**src/mhc_pkg.sv**
```systemverilog
// package for the modulator high-carrier select block: register layout and source codes
package mhc_pkg;

  // ==========================================================================
  // register map
  // ==========================================================================
  localparam logic [3:0] MHC_ADDR_CTRL   = 4'h0;     // high_carrier_control word
  localparam logic [3:0] MHC_ADDR_STATUS = 4'h1;     // live carrier state (read only)
  localparam int         MHC_ADDR_W      = 4;        // register address width
  localparam int         MHC_DATA_W      = 8;        // register data width

  // ==========================================================================
  // control register field positions
  // ==========================================================================
  localparam int MHC_BIT_OUT_DIS = 7;                // output disable
  localparam int MHC_BIT_INVERT  = 6;                // polarity
  localparam int MHC_BIT_SYNC    = 5;                // sync to falling edge
  localparam int MHC_BIT_UNUSED  = 4;                // unimplemented, reads zero
  localparam int MHC_SEL_MSB     = 3;                // selection field top
  localparam int MHC_SEL_LSB     = 0;                // selection field bottom

  // mask of the bits that store a value
  localparam logic [7:0] MHC_CTRL_IMPL_MASK = 8'hEF;
  // value taken under reset (the real part powers up unknown)
  localparam logic [7:0] MHC_CTRL_RST       = 8'h00;

  // ==========================================================================
  // source selection codes
  // ==========================================================================
  localparam logic [3:0] MHC_SRC_LOW     = 4'h0;     // constant low
  localparam logic [3:0] MHC_SRC_PIN1    = 4'h1;     // first external carrier pin
  localparam logic [3:0] MHC_SRC_PIN2    = 4'h2;     // second external carrier pin
  localparam logic [3:0] MHC_SRC_REFCLK  = 4'h3;     // reference clock
  localparam logic [3:0] MHC_SRC_PWM1    = 4'h4;     // first pwm channel
  localparam logic [3:0] MHC_SRC_PWM2    = 4'h5;     // second pwm channel
  localparam logic [3:0] MHC_SRC_PWM3    = 4'h6;     // third pwm channel
  localparam logic [3:0] MHC_SRC_PWM4    = 4'h7;     // pwm_channel_four
  localparam logic [3:0] MHC_SRC_RSVD    = 4'hF;     // reserved, nothing connected

  // ==========================================================================
  // carrier sources bundled together
  // ==========================================================================
  typedef struct packed {
    logic pwm_channel_four;                          // fourth pwm output
    logic pwm_channel_three;                         // third pwm output
    logic pwm_channel_two;                           // second pwm output
    logic pwm_channel_one;                           // first pwm output
    logic ref_clk;                                   // reference clock signal
    logic ext_pin2;                                  // second carrier input pin
    logic ext_pin1;                                  // first carrier input pin
  } mhc_src_t;

  // control register decoded into fields
  typedef struct packed {
    logic       hi_carrier_out_disable;              // block the pin copy
    logic       hi_carrier_invert;                   // invert selected carrier
    logic       hi_carrier_sync_enable;              // hold switch to falling edge
    logic [3:0] hi_carrier_source_select;            // source code
  } mhc_ctrl_t;

endpackage : mhc_pkg

```
**src/mhc_top.sv**
```systemverilog
// modulator high-carrier source select, conditioning and sync gating
//
// Functional notes
// - bit 7 set blocks carrier from pin
// - bit 6 set inverts selected carrier
// - bit 5 delays low switch to falling edge
// - sync off: switch immediately, glitches allowed
// - bit 4 reads zero, writes ignored
// - code 0111 routes fourth pwm channel
// - code 1111 connects nothing, carrier low
// - implemented bits read and write freely
`timescale 1ns/1ns

module mhc_top (
  input  wire logic                               core_clk_i,    // system clock
  input  wire logic                               sys_rst_i,     // async reset, high
  // register port
  input  wire logic [mhc_pkg::MHC_ADDR_W-1:0]     reg_addr_i,    // register address
  input  wire logic [mhc_pkg::MHC_DATA_W-1:0]     reg_wdata_i,   // write data
  input  wire logic                               reg_wr_i,      // write strobe
  input  wire logic                               reg_rd_i,      // read strobe
  output logic      [mhc_pkg::MHC_DATA_W-1:0]     reg_rdata_o,   // read data, next cycle
  // carrier sources
  input  wire mhc_pkg::mhc_src_t                  src_i,         // async carrier sources
  // modulator side
  input  wire logic                               mod_want_hi_i, // modulation wants high carrier
  output logic                                    hi_carrier_o,  // conditioned carrier to mixer
  output logic                                    hi_active_o,   // high carrier path selected
  output logic                                    pin_out_o,     // peripheral pin level
  output logic                                    pin_oe_o       // peripheral pin drive enable
);

  // ==========================================================================
  // helper functions
  // ==========================================================================
  // pick one source by code; unmapped and reserved codes give low
  function automatic logic sel_src(input logic [3:0] code, input mhc_pkg::mhc_src_t s);
    logic r;
    r = 1'b0;
    case (code)
      mhc_pkg::MHC_SRC_LOW:    r = 1'b0;
      mhc_pkg::MHC_SRC_PIN1:   r = s.ext_pin1;
      mhc_pkg::MHC_SRC_PIN2:   r = s.ext_pin2;
      mhc_pkg::MHC_SRC_REFCLK: r = s.ref_clk;
      mhc_pkg::MHC_SRC_PWM1:   r = s.pwm_channel_one;
      mhc_pkg::MHC_SRC_PWM2:   r = s.pwm_channel_two;
      mhc_pkg::MHC_SRC_PWM3:   r = s.pwm_channel_three;
      mhc_pkg::MHC_SRC_PWM4:   r = s.pwm_channel_four;
      mhc_pkg::MHC_SRC_RSVD:   r = 1'b0;
      default:                 r = 1'b0;
    endcase
    return r;
  endfunction : sel_src

  // ==========================================================================
  // control register
  // ==========================================================================
  logic [mhc_pkg::MHC_DATA_W-1:0] ctrl_q;         // stored control bits
  mhc_pkg::mhc_ctrl_t             ctrl;           // decoded view

  assign ctrl.hi_carrier_out_disable   = ctrl_q[mhc_pkg::MHC_BIT_OUT_DIS];
  assign ctrl.hi_carrier_invert        = ctrl_q[mhc_pkg::MHC_BIT_INVERT];
  assign ctrl.hi_carrier_sync_enable   = ctrl_q[mhc_pkg::MHC_BIT_SYNC];
  assign ctrl.hi_carrier_source_select = ctrl_q[mhc_pkg::MHC_SEL_MSB:mhc_pkg::MHC_SEL_LSB];

  // write path; bit 4 is masked so it never stores
  always_ff @(posedge core_clk_i or posedge sys_rst_i) begin
    if (sys_rst_i) begin
      ctrl_q <= mhc_pkg::MHC_CTRL_RST;
    end else if (reg_wr_i && (reg_addr_i == mhc_pkg::MHC_ADDR_CTRL)) begin
      ctrl_q <= reg_wdata_i & mhc_pkg::MHC_CTRL_IMPL_MASK;
    end
  end

  // ==========================================================================
  // source synchronisers
  // ==========================================================================
  // sources may come from pins or other clocks, so two flops before use
  mhc_pkg::mhc_src_t src_meta_q;                  // first stage, read only by second
  mhc_pkg::mhc_src_t src_sync_q;                  // second stage, safe to use
  logic              want_meta_q;                 // modulation request first stage
  logic              want_sync_q;                 // modulation request second stage

  always_ff @(posedge core_clk_i or posedge sys_rst_i) begin
    if (sys_rst_i) begin
      src_meta_q  <= '0;
      src_sync_q  <= '0;
      want_meta_q <= 1'b0;
      want_sync_q <= 1'b0;
    end else begin
      src_meta_q  <= src_i;
      src_sync_q  <= src_meta_q;
      want_meta_q <= mod_want_hi_i;
      want_sync_q <= want_meta_q;
    end
  end

  // ==========================================================================
  // select and invert
  // ==========================================================================
  logic sel_raw;                                  // chosen source, not inverted
  logic carrier_d;                                // conditioned carrier
  logic carrier_q;                                // registered carrier

  assign sel_raw   = sel_src(ctrl.hi_carrier_source_select, src_sync_q);
  // reserved code stays inactive even with inversion on, so it is gated here
  assign carrier_d = (ctrl.hi_carrier_source_select == mhc_pkg::MHC_SRC_RSVD) ? 1'b0 :
                     (sel_raw ^ ctrl.hi_carrier_invert);

  always_ff @(posedge core_clk_i or posedge sys_rst_i) begin
    if (sys_rst_i) begin
      carrier_q <= 1'b0;
    end else begin
      carrier_q <= carrier_d;
    end
  end

  // ==========================================================================
  // sync gating of the switch to the low carrier
  // ==========================================================================
  logic fall_edge;                                // conditioned carrier falls
  logic active_q;                                 // high path currently selected
  logic active_d;                                 // next selection

  assign fall_edge = carrier_q & ~carrier_d;

  // entering the high carrier is immediate; leaving it may wait for a falling edge
  always_comb begin
    active_d = active_q;
    if (want_sync_q) begin
      active_d = 1'b1;
    end else if (!ctrl.hi_carrier_sync_enable) begin
      active_d = 1'b0;
    end else if (fall_edge || !carrier_q) begin
      // carrier already low counts as past its edge, so no stall on a dead source
      active_d = 1'b0;
    end
  end

  always_ff @(posedge core_clk_i or posedge sys_rst_i) begin
    if (sys_rst_i) begin
      active_q <= 1'b0;
    end else begin
      active_q <= active_d;
    end
  end

  // ==========================================================================
  // outputs, all registered
  // ==========================================================================
  always_ff @(posedge core_clk_i or posedge sys_rst_i) begin
    if (sys_rst_i) begin
      hi_carrier_o <= 1'b0;
      hi_active_o  <= 1'b0;
      pin_out_o    <= 1'b0;
      pin_oe_o     <= 1'b0;
    end else begin
      hi_carrier_o <= carrier_d;
      hi_active_o  <= active_d;
      pin_out_o    <= ctrl.hi_carrier_out_disable ? 1'b0 : carrier_d;
      pin_oe_o     <= ~ctrl.hi_carrier_out_disable;
    end
  end

  // ==========================================================================
  // read path
  // ==========================================================================
  always_ff @(posedge core_clk_i or posedge sys_rst_i) begin
    if (sys_rst_i) begin
      reg_rdata_o <= '0;
    end else if (reg_rd_i) begin
      case (reg_addr_i)
        mhc_pkg::MHC_ADDR_CTRL:   reg_rdata_o <= ctrl_q & mhc_pkg::MHC_CTRL_IMPL_MASK;
        mhc_pkg::MHC_ADDR_STATUS: reg_rdata_o <= {6'h00, active_q, carrier_q};
        default:                  reg_rdata_o <= '0;  // unmapped reads zero
      endcase
    end else begin
      reg_rdata_o <= '0;                          // data valid one cycle only
    end
  end

endmodule : mhc_top

```
**config.mk**
```make
export PLATFORM = sky130hd
export DESIGN_NAME = mhc_top
export DESIGN_NICKNAME = d
export VERILOG_FILES = /design/src/mhc_pkg.sv /design/src/mhc_top.sv
export SDC_FILE = /design/constraint.sdc
export NUM_CORES = 1
export LEC_CHECK = 0
export BUFFER_PORTS_ARGS = -buffer_cell sky130_fd_sc_hd__buf_2
export CORE_MARGIN = 4
export CORE_UTILIZATION = 52
export CTS_BUF_LIST = sky130_fd_sc_hd__clkbuf_2 sky130_fd_sc_hd__clkbuf_4 sky130_fd_sc_hd__clkbuf_8
export DETAILED_ROUTE_END_ITERATION = 16
export MAX_ROUTING_LAYER = met4
export PLACE_DENSITY = 0.8
export REMOVE_ABC_BUFFERS = 1
export SYNTH_ARGS = -nofsm -noshare
export SYNTH_HDL_FRONTEND = slang
export SYNTH_SLANG_ARGS = --single-unit
export TNS_END_PERCENT = 1
```
**constraint.sdc**
```tcl
create_clock -name core_clk_i -period 2.2 [get_ports core_clk_i]
set_input_delay 0.11 -clock core_clk_i [delete_from_list [all_inputs] [get_ports core_clk_i]]
set_output_delay 0.11 -clock core_clk_i [all_outputs]
set_load 0.05 [all_outputs]
```
Word-level counts from Yosys, hierarchy flattened

Index checks and enable logic that the tools add are counted.

Word-level logic and storage cells: 48
Output and inout port bits: 12
Bits of input ports: 24
Flip-flop bits (word level): 35

Multiplexer cells: 8
Equality and inequality tests: 10
Bitwise gates (word level): 4
Reductions and logical operators: 4

Operators by type and width:

| operator             | count |
|---|---|
| $eq A4 B3 Y1 const B | 4 |
| $pmux W8 S2          | 1 |
| $eq A4 B1 Y1 const B | 2 |
| $eq A4 B2 Y1 const B | 2 |
| $mux W8              | 1 |
| $pmux W1 S7          | 1 |
| $mux W1              | 5 |
| $eq A4 B4 Y1 const B | 1 |
| $logic_not A4 Y1     | 1 |
| $ne A3 B1 Y1 const B | 1 |
| $not A1 Y1           | 2 |
| $and A1 B1 Y1        | 1 |
| $logic_and A1 B1 Y1  | 1 |
| $logic_not A1 Y1     | 1 |
| $logic_or A1 B1 Y1   | 1 |
| $xor A1 B1 Y1        | 1 |

Depth between registers and ports, before layout

Gate-level depths: netlist of the first run.

Depth after elaboration: 10
Gate-level depth with buffers: 5
Depth with buffers taken out: 4

Least setup slack after synthesis of the first run

No wires, ideal clock.

Path type: flip-flop to flip-flop
Start point: reg ctrl_q[0] (netlist name)
End point: reg hi_active_o
Buffers on the path: 1
Setup time: 0.080 ns
Slack: 0.566 ns
Period minus slack after synthesis: 1.634 ns
Stages on the path, launching flop included: 6
Data arrival time: 1.553 ns
Required time: 2.120 ns
Cell sequence: dfrtp_1 > buf_6 > mux2i_1 > a221o_1 > or4b_1 > o211ai_2

Word-level cells in the longest chain between the ends: 8
Elaborated cells on any way between the ends: 15
Those cells by class: 9 x eq/ne; 2 x mux; 3 x bitwise; 1 x reduce/logical

RTL lines:

| what                                       | RTL line       | text |
|---|---|---|
| start, declared                            | mhc_top.sv:58  | `logic [mhc_pkg::MHC_DATA_W-1:0] ctrl_q;` |
| start signal, assigned                     | mhc_top.sv:69  | `ctrl_q <= mhc_pkg::MHC_CTRL_RST;` |
| start signal, assigned                     | mhc_top.sv:71  | `ctrl_q <= reg_wdata_i & mhc_pkg::MHC_CTRL_IMPL_MASK;` |
| $eq A4 B3 Y1, or another cell as far along | mhc_top.sv:40  | `case (code)` |
| $pmux W1 S7                                | mhc_top.sv:40  |  |
| $xor A1 B1 Y1                              | mhc_top.sv:108 | `(sel_raw ^ ctrl.hi_carrier_invert);` |
| $mux W1 *                                  | mhc_top.sv:107 | `assign carrier_d = (ctrl.hi_carrier_source_select == mhc_pkg::MHC_SRC_RSVD) ? 1'b0 :` |
| $not A1 Y1 *                               | mhc_top.sv:125 | `assign fall_edge = carrier_q & ~carrier_d;` |
| $and A1 B1 Y1 *                            | mhc_top.sv:125 |  |
| $logic_or A1 B1 Y1 *                       | mhc_top.sv:134 | `end else if (fall_edge \|\| !carrier_q) begin` |
| $ne A3 B1 Y1 (no line) *                   | -              |  |
| end signal, assigned                       | mhc_top.sv:159 | `hi_active_o <= active_d;` |
| end, declared                              | mhc_top.sv:28  | `output logic hi_active_o,` |

Every way passes the cells marked *; elsewhere a longest branch is shown, timed or not.
A chain may end at the register's enable or synchronous reset.

Final worst setup path of the first run

Ends and elaborated chain as after synthesis.

==> results.yml, run 1 <==
run_status:
  status: "completed"
drt:
  vias: 794
  drt-wirelength-per-cell_um: 12.4
  drc: 0
  via_per_inst: 5.06
  ant_nets: 0
  drt_iter0_markers: 12
  drt-total-wl_mm: 1.95
  firstDrtPassIters: 4
cts:
  postCtsSetupBuffers: 0
  cts_root_buffer: "clkbuf_4"
  cts_htree_levels: 2
  numCtsBuffers: 5
  clk_pin_slew_worst_paths_ns: 0.09
  cts_resized: 0
  clk_path_buf_depth: 2
  cts_tree: "built"
  clock_latency_ns: 0.32
  clock_sinks: 34
synth:
  yosysWarnings: 0
  async_reset_ff_share_pct: 100
  synth_area_um2: 1200
  yosysSeqAreaShare_pct: 70.8
  ys_types: 26
  ys_ff_latch: 34
  synth_cells: 80
  synth_edf_count: 0
  syn_area_per_cell_um2: 15.0
  ys.flop_type: "dfrtp_1"
power_and_ir_drop:
  power_frac_comb_pct: 21.3
  p_sw_share_pct: 29.6
  netSwitchingPower_uw: 400
  peakVddDrop_uv: 496
  p_seq_share_pct: 55.3
  pwr-share-clk_pct: 23.4
  p_leak_nw: 0.768
  p_per_area_nw_per_um2: 872
  p_total_mw: 1.35
  power.internal_uw: 950
finish:
  fin_util_pct: 70.0
  nNetsFinal: 153
  drive_above_1_share_pct: 38.8
  n_fill_cell: 160
  area_delta_synth_final_pct: 29.0
  n_antenna_cell: 0
setup_path:
  path_delay_family: "compound AO/OA/AOI/OAI gates"
  max_stage_delay_ns: 0.56
  cp_max_fo: 7
  setup.worst_path.end_class: "flip-flop"
  cp_data_required_time_ns: 2.40
  cp_slowest_cell: "a221oi_1"
  r2r_slack_ns: 0.35
  path_cells: "mux2_2 > a221oi_1 > or4b_1 > o211ai_2"
  setup.worst_path.class: "flip-flop to flip-flop"
  start_kind: "flip-flop"
  crit_buf_inv: 0
  arrival_ns: 2.04
floorplanning:
  die_h_um: 56.1
  io-pin-count: 36
  die_w_um: 56.1
  dieArea_um2: 3140
  rows: 17
  coreArea_um2: 2210
  start_util_pct: 54.3
job:
  timing.max_cap.violations: 0
grt:
  grt_max_degree: 35
  grt_pass1_wl_mm: 3.36
  grt_pass1_vias: 771
  grt_overflow_total: 0
  track_usage_pct: 14.6
  antenna_found_initial: 0
timing:
  finClkSkew_ns: 0.00844
  max_freq_ghz: 0.542
  worst_pin_slew_ns: 0.589
  drv_slew: 0
  fin_crit_ns: 1.85
  fin_crit_sh_pct: 83.9
  hold_viol: 0
  slew_headroom_pct: 60.8
  rsz0062_at_grt: "false"
  worst_slack_ns: 0.354
  fin_tns_setup_ns: 0
  setup-violations-final: 0
placement:
  post-place-ws_ns: 0.362
  routabilityCongestion: 0.854
  port_buffers: 33
  hpwlAfterDp_mm: 1.39
worst_hold_path:
  min_path_type: "primary input to flip-flop"
-- power groups by stage --
stage / logic (mW) / clock network [mW] / registers (mW)
detailed placement: 0.274 / 0 / 0.761
floorplan: 0.123 / 0 / 0.828
finish: 0.287 / 0.316 / 0.747
CTS: 0.288 / 0.331 / 0.747
global route: 0.313 / 0.363 / 0.758
global placement: 0.265 / 0 / 0.757
-- cell usage in the layout, fill, tap and decap left out, types with 2 or more instances in the layout --
cell / instances
dlygate4sd3_1: 11
a221oi_1: 2
nor3_1: 2
buf_2: 33
nor2_1: 3
clkbuf_4: 7
mux2i_1: 4
inv_1: 2
nor2b_1: 2
dfrtp_1: 34
and2_1: 5
nand3_1: 2
mux2_2: 8
-- synth_stat cells, drive strengths merged, types with 2 or more instances --
master  instances  area share (%)
and2            5             2.6
mux2            8             7.5
buf             2             1.6
nand3           2            0.83
nor3            2            0.83
mux2i           4             3.3
dfrtp          34              71
inv             2            0.63
nor2b           2             1.0
a221oi          2             1.5
nor2            3            0.94
o211ai          2             1.7
-- state kept, by name, summed over array words and instances, names as in the netlist --
name          flops
hi_active_o       1
hi_carrier_o      1
pin_out_o         1
pin_oe_o          1
src_meta_q        7
ctrl_q            7
reg_rdata_o       7
want_meta_q       1
src_sync_q        7
want_sync_q       1
-- cells by family after synthesis --
logic type      Yosys count  synth area share [%]
mux                      12                  10.8
compound gates            9                  6.46
simple gates             19                  9.06
flops                    34                  70.8
other cells               1                 0.312
buf+inv                   5                  2.50
-- area by class of cell --
class | count | area (µm²) | share of cell area [%]
Sequential cell | 34 | 851 | 54.9
Multi-Input combinational cell | 41 | 320 | 20.7
Timing Repair Buffer | 45 | 283 | 18.3
Clock buffer | 7 | 52.6 | 3.39
Tap cell | 28 | 35.0 | 2.26
Inverter | 2 | 7.51 | 0.485
-- worst register-to-register path: stages, from the launching register on --
cell	delay [ns]
dfrtp_1	0.49
mux2_2	0.37
a221oi_1	0.56
or4b_1	0.22
o211ai_2	0.08
-- metal layers --
layer	GRT usage, %	wire length, µm	up-vias
met4	6.10	16	0
met5	-	0	-
met3	6.96	188	4
met1	14.8	777	376
li1	-	-	377
met2	24.0	969	37
-- through the flow --
stage	cells	instance area (µm²)	hold WS, ns
after floorplan	77	1180	0.141
after global placement	139	1390	0.207
after detailed placement	139	1390	0.216
after CTS	155	1530	0.00550
after global routing	157	1550	0.00808
final	157	1550	0.0205
-- final timing paths --
path / from / end / cells past startpoint
worst max-delay path: ctrl_q[0]$_DFFE_PP0P_ / hi_active_o$_DFFE_PP0P_ / 4
worst min-delay path: reg_wdata_i[6] / ctrl_q[6]$_DFFE_PP0P_ / 2
worst max register to register: ctrl_q[0]$_DFFE_PP0P_ / hi_active_o$_DFFE_PP0P_ / 4
worst min register to register: src_meta_q[5]$_DFF_PP0_ / src_sync_q[5]$_DFF_PP0_ / 0
max in group asynchronous: sys_rst_i / src_sync_q[4]$_DFF_PP0_ / 4
min in group asynchronous: sys_rst_i / hi_active_o$_DFFE_PP0P_ / 4
-- timing repair --
action	CTS	global route
hold buffers	9	2
setup endpoints to repair	0	0
endpoints found under the hold margin	42	2
Power figures use the tool's default switching activity.
==> run 2, diff against run 1 <==
==> constraint.sdc (replaced) <==
create_clock -name core_clk_i -period 1.85 [get_ports core_clk_i]
set_input_delay 0.0925 -clock core_clk_i [delete_from_list [all_inputs] [get_ports core_clk_i]]
set_output_delay 0.0925 -clock core_clk_i [all_outputs]
set_load 0.05 [all_outputs]
==> run 2 against run 1 <==
Effect of this change:
- clock power is 31% higher
- power increased by 23%
- combinational power is 24% higher
- register-to-register slack got worse by 0.23 ns
- clock skew shrank 0.00083 ns
- sequential share of layout area decreased by 2.0 points
- die area did not move
- first-iteration DRC count is 25% lower
==> results.yml, run 2 (synthesized netlist as in run 1, its figures left out) <==
power_and_ir_drop:
  pwr-share-clk_pct: 25.1
  power_frac_comb_pct: 21.5
  netSwitchingPower_uw: 488
  peakVddDrop_uv: 720
  p_sw_share_pct: 29.4
  power.internal_mw: 1.17
  p_leak_nw: 0.796
  p_per_area_nw_per_um2: 1030
  p_seq_share_pct: 53.5
  p_total_mw: 1.66
finish:
  n_antenna_cell: 0
  n_fill_cell: 147
  layout_commonest_cell: "dfrtp_1"
  finalInstanceArea_um2: 1610
  layout_common_cells: "dfrtp_1, buf_2, dlygate4sd3_1"
  drive_above_1_share_pct: 38.5
  fin_util_pct: 72.7
  nNetsFinal: 158
  area_delta_synth_final_pct: 33.9
drt:
  ant_nets: 0
  drt-total-wl_mm: 1.95
  drt_iter0_markers: 9
  via_per_inst: 4.88
  drt-wirelength-per-cell_um: 12.0
  firstDrtPassIters: 2
  drc: 0
  vias: 796
timing:
  fin_crit_ns: 1.72
  hold_viol: 0
  fin_crit_sh_pct: 93.1
  rsz0062_at_grt: "false"
  setup-violations-final: 0
  whs_ns: 0.0100
  fin_tns_setup_ns: 0
  drv_slew: 0
  max_freq_ghz: 0.581
  finClkSkew_ns: 0.00762
grt:
  grt_max_degree: 35
  grt_overflow_total: 0
  antenna_found_initial: 0
  grt_pass1_vias: 850
  track_usage_pct: 15.7
  grt_pass1_wl_mm: 3.65
placement:
  hpwlAfterDp_mm: 1.37
  port_buffers: 33
  postPlaceCellArea_um2: 1390
  routabilityCongestion: 0.850
setup_path:
  start_kind: "flip-flop"
  r2r_slack_ns: 0.13
  arrival_ns: 1.97
  setup.worst_path.class: "flip-flop to flip-flop"
  setup.worst_path.end_class: "flip-flop"
  cp_data_required_time_ns: 2.10
  cp_max_fo: 7
floorplanning:
  coreArea_um2: 2210
  die_h_um: 56.1
  dieArea_um2: 3140
  io-pin-count: 36
  start_util_pct: 54.3
  die_w_um: 56.1
  rows: 17
cts:
  cts_resized: 0
  clock_sinks: 34
  cts_htree_levels: 2
  numCtsBuffers: 5
  cts_tree: "built"
  clk_pin_slew_worst_paths_ns: 0.09
  clock_latency_ns: 0.32
  cts_root_buffer: "clkbuf_4"
  clk_path_buf_depth: 2
job:
  timing.max_cap.violations: 0
run_status:
  status: "completed"
worst_hold_path:
  min_path_type: "primary input to flip-flop"
## run 2: worst max-delay path: stages (launching register included)
cell,delay [ns]
dfrtp_1,0.47
mux2i_1,0.17
a221o_1,0.39
or4b_1,0.52
o211ai_2,0.08
## run 2: per-stage QoR
step,setup slack [ns],instances
after CTS,0.127,163
final,0.128,163
after global routing,0.0370,163
after detailed placement,0.153,140
after global placement,0.175,140
after floorplan,0.238,77
## run 2: path summary, 6_finish.rpt
kind,from,end,cells past startpoint
max,ctrl_q[0]$_DFFE_PP0P_,hi_active_o$_DFFE_PP0P_,4
min,reg_addr_i[0],reg_rdata_o[7]$_DFF_PP0_,2
max reg2reg,ctrl_q[0]$_DFFE_PP0P_,hi_active_o$_DFFE_PP0P_,4
min reg2reg,src_meta_q[5]$_DFF_PP0_,src_sync_q[5]$_DFF_PP0_,0
max in group asynchronous,sys_rst_i,reg_rdata_o[7]$_DFF_PP0_,4
min in group asynchronous,sys_rst_i,ctrl_q[3]$_DFFE_PP0P_,4
## run 2: power groups by stage
stage	registers (mW)	clock network, mW	logic (mW)
floorplan	0.984	0	0.146
global route	0.902	0.470	0.391
detailed placement	0.903	0	0.333
finish	0.886	0.415	0.356
global placement	0.899	0	0.325
CTS	0.888	0.435	0.358
## run 2: final cells by class
| cell class | count | area [µm²] | area share, % |
|---|---|---|---|
| Multi-Input combinational cell | 41 | 320 | 19.9 |
| Clock inverter | 1 | 5.00 | 0.311 |
| Sequential cell | 34 | 851 | 52.9 |
| Inverter | 2 | 7.51 | 0.467 |
| Clock buffer | 7 | 58.8 | 3.66 |
| Tap cell | 28 | 35.0 | 2.18 |
| Timing Repair Buffer | 50 | 330 | 20.5 |
## run 2: routing by layer
layer	wire (µm)	track usage, %
met4	25	8.14
met2	967	25.4
met5	0	-
met3	182	6.03
met1	775	16.8
## run 2: timing repair
item / in CTS / in global routing
hold endpoints to repair: 48 / 0
buffers inserted: 0 / 0
endpoints found under the setup margin: 0 / 0
hold buffers: 15 / 0
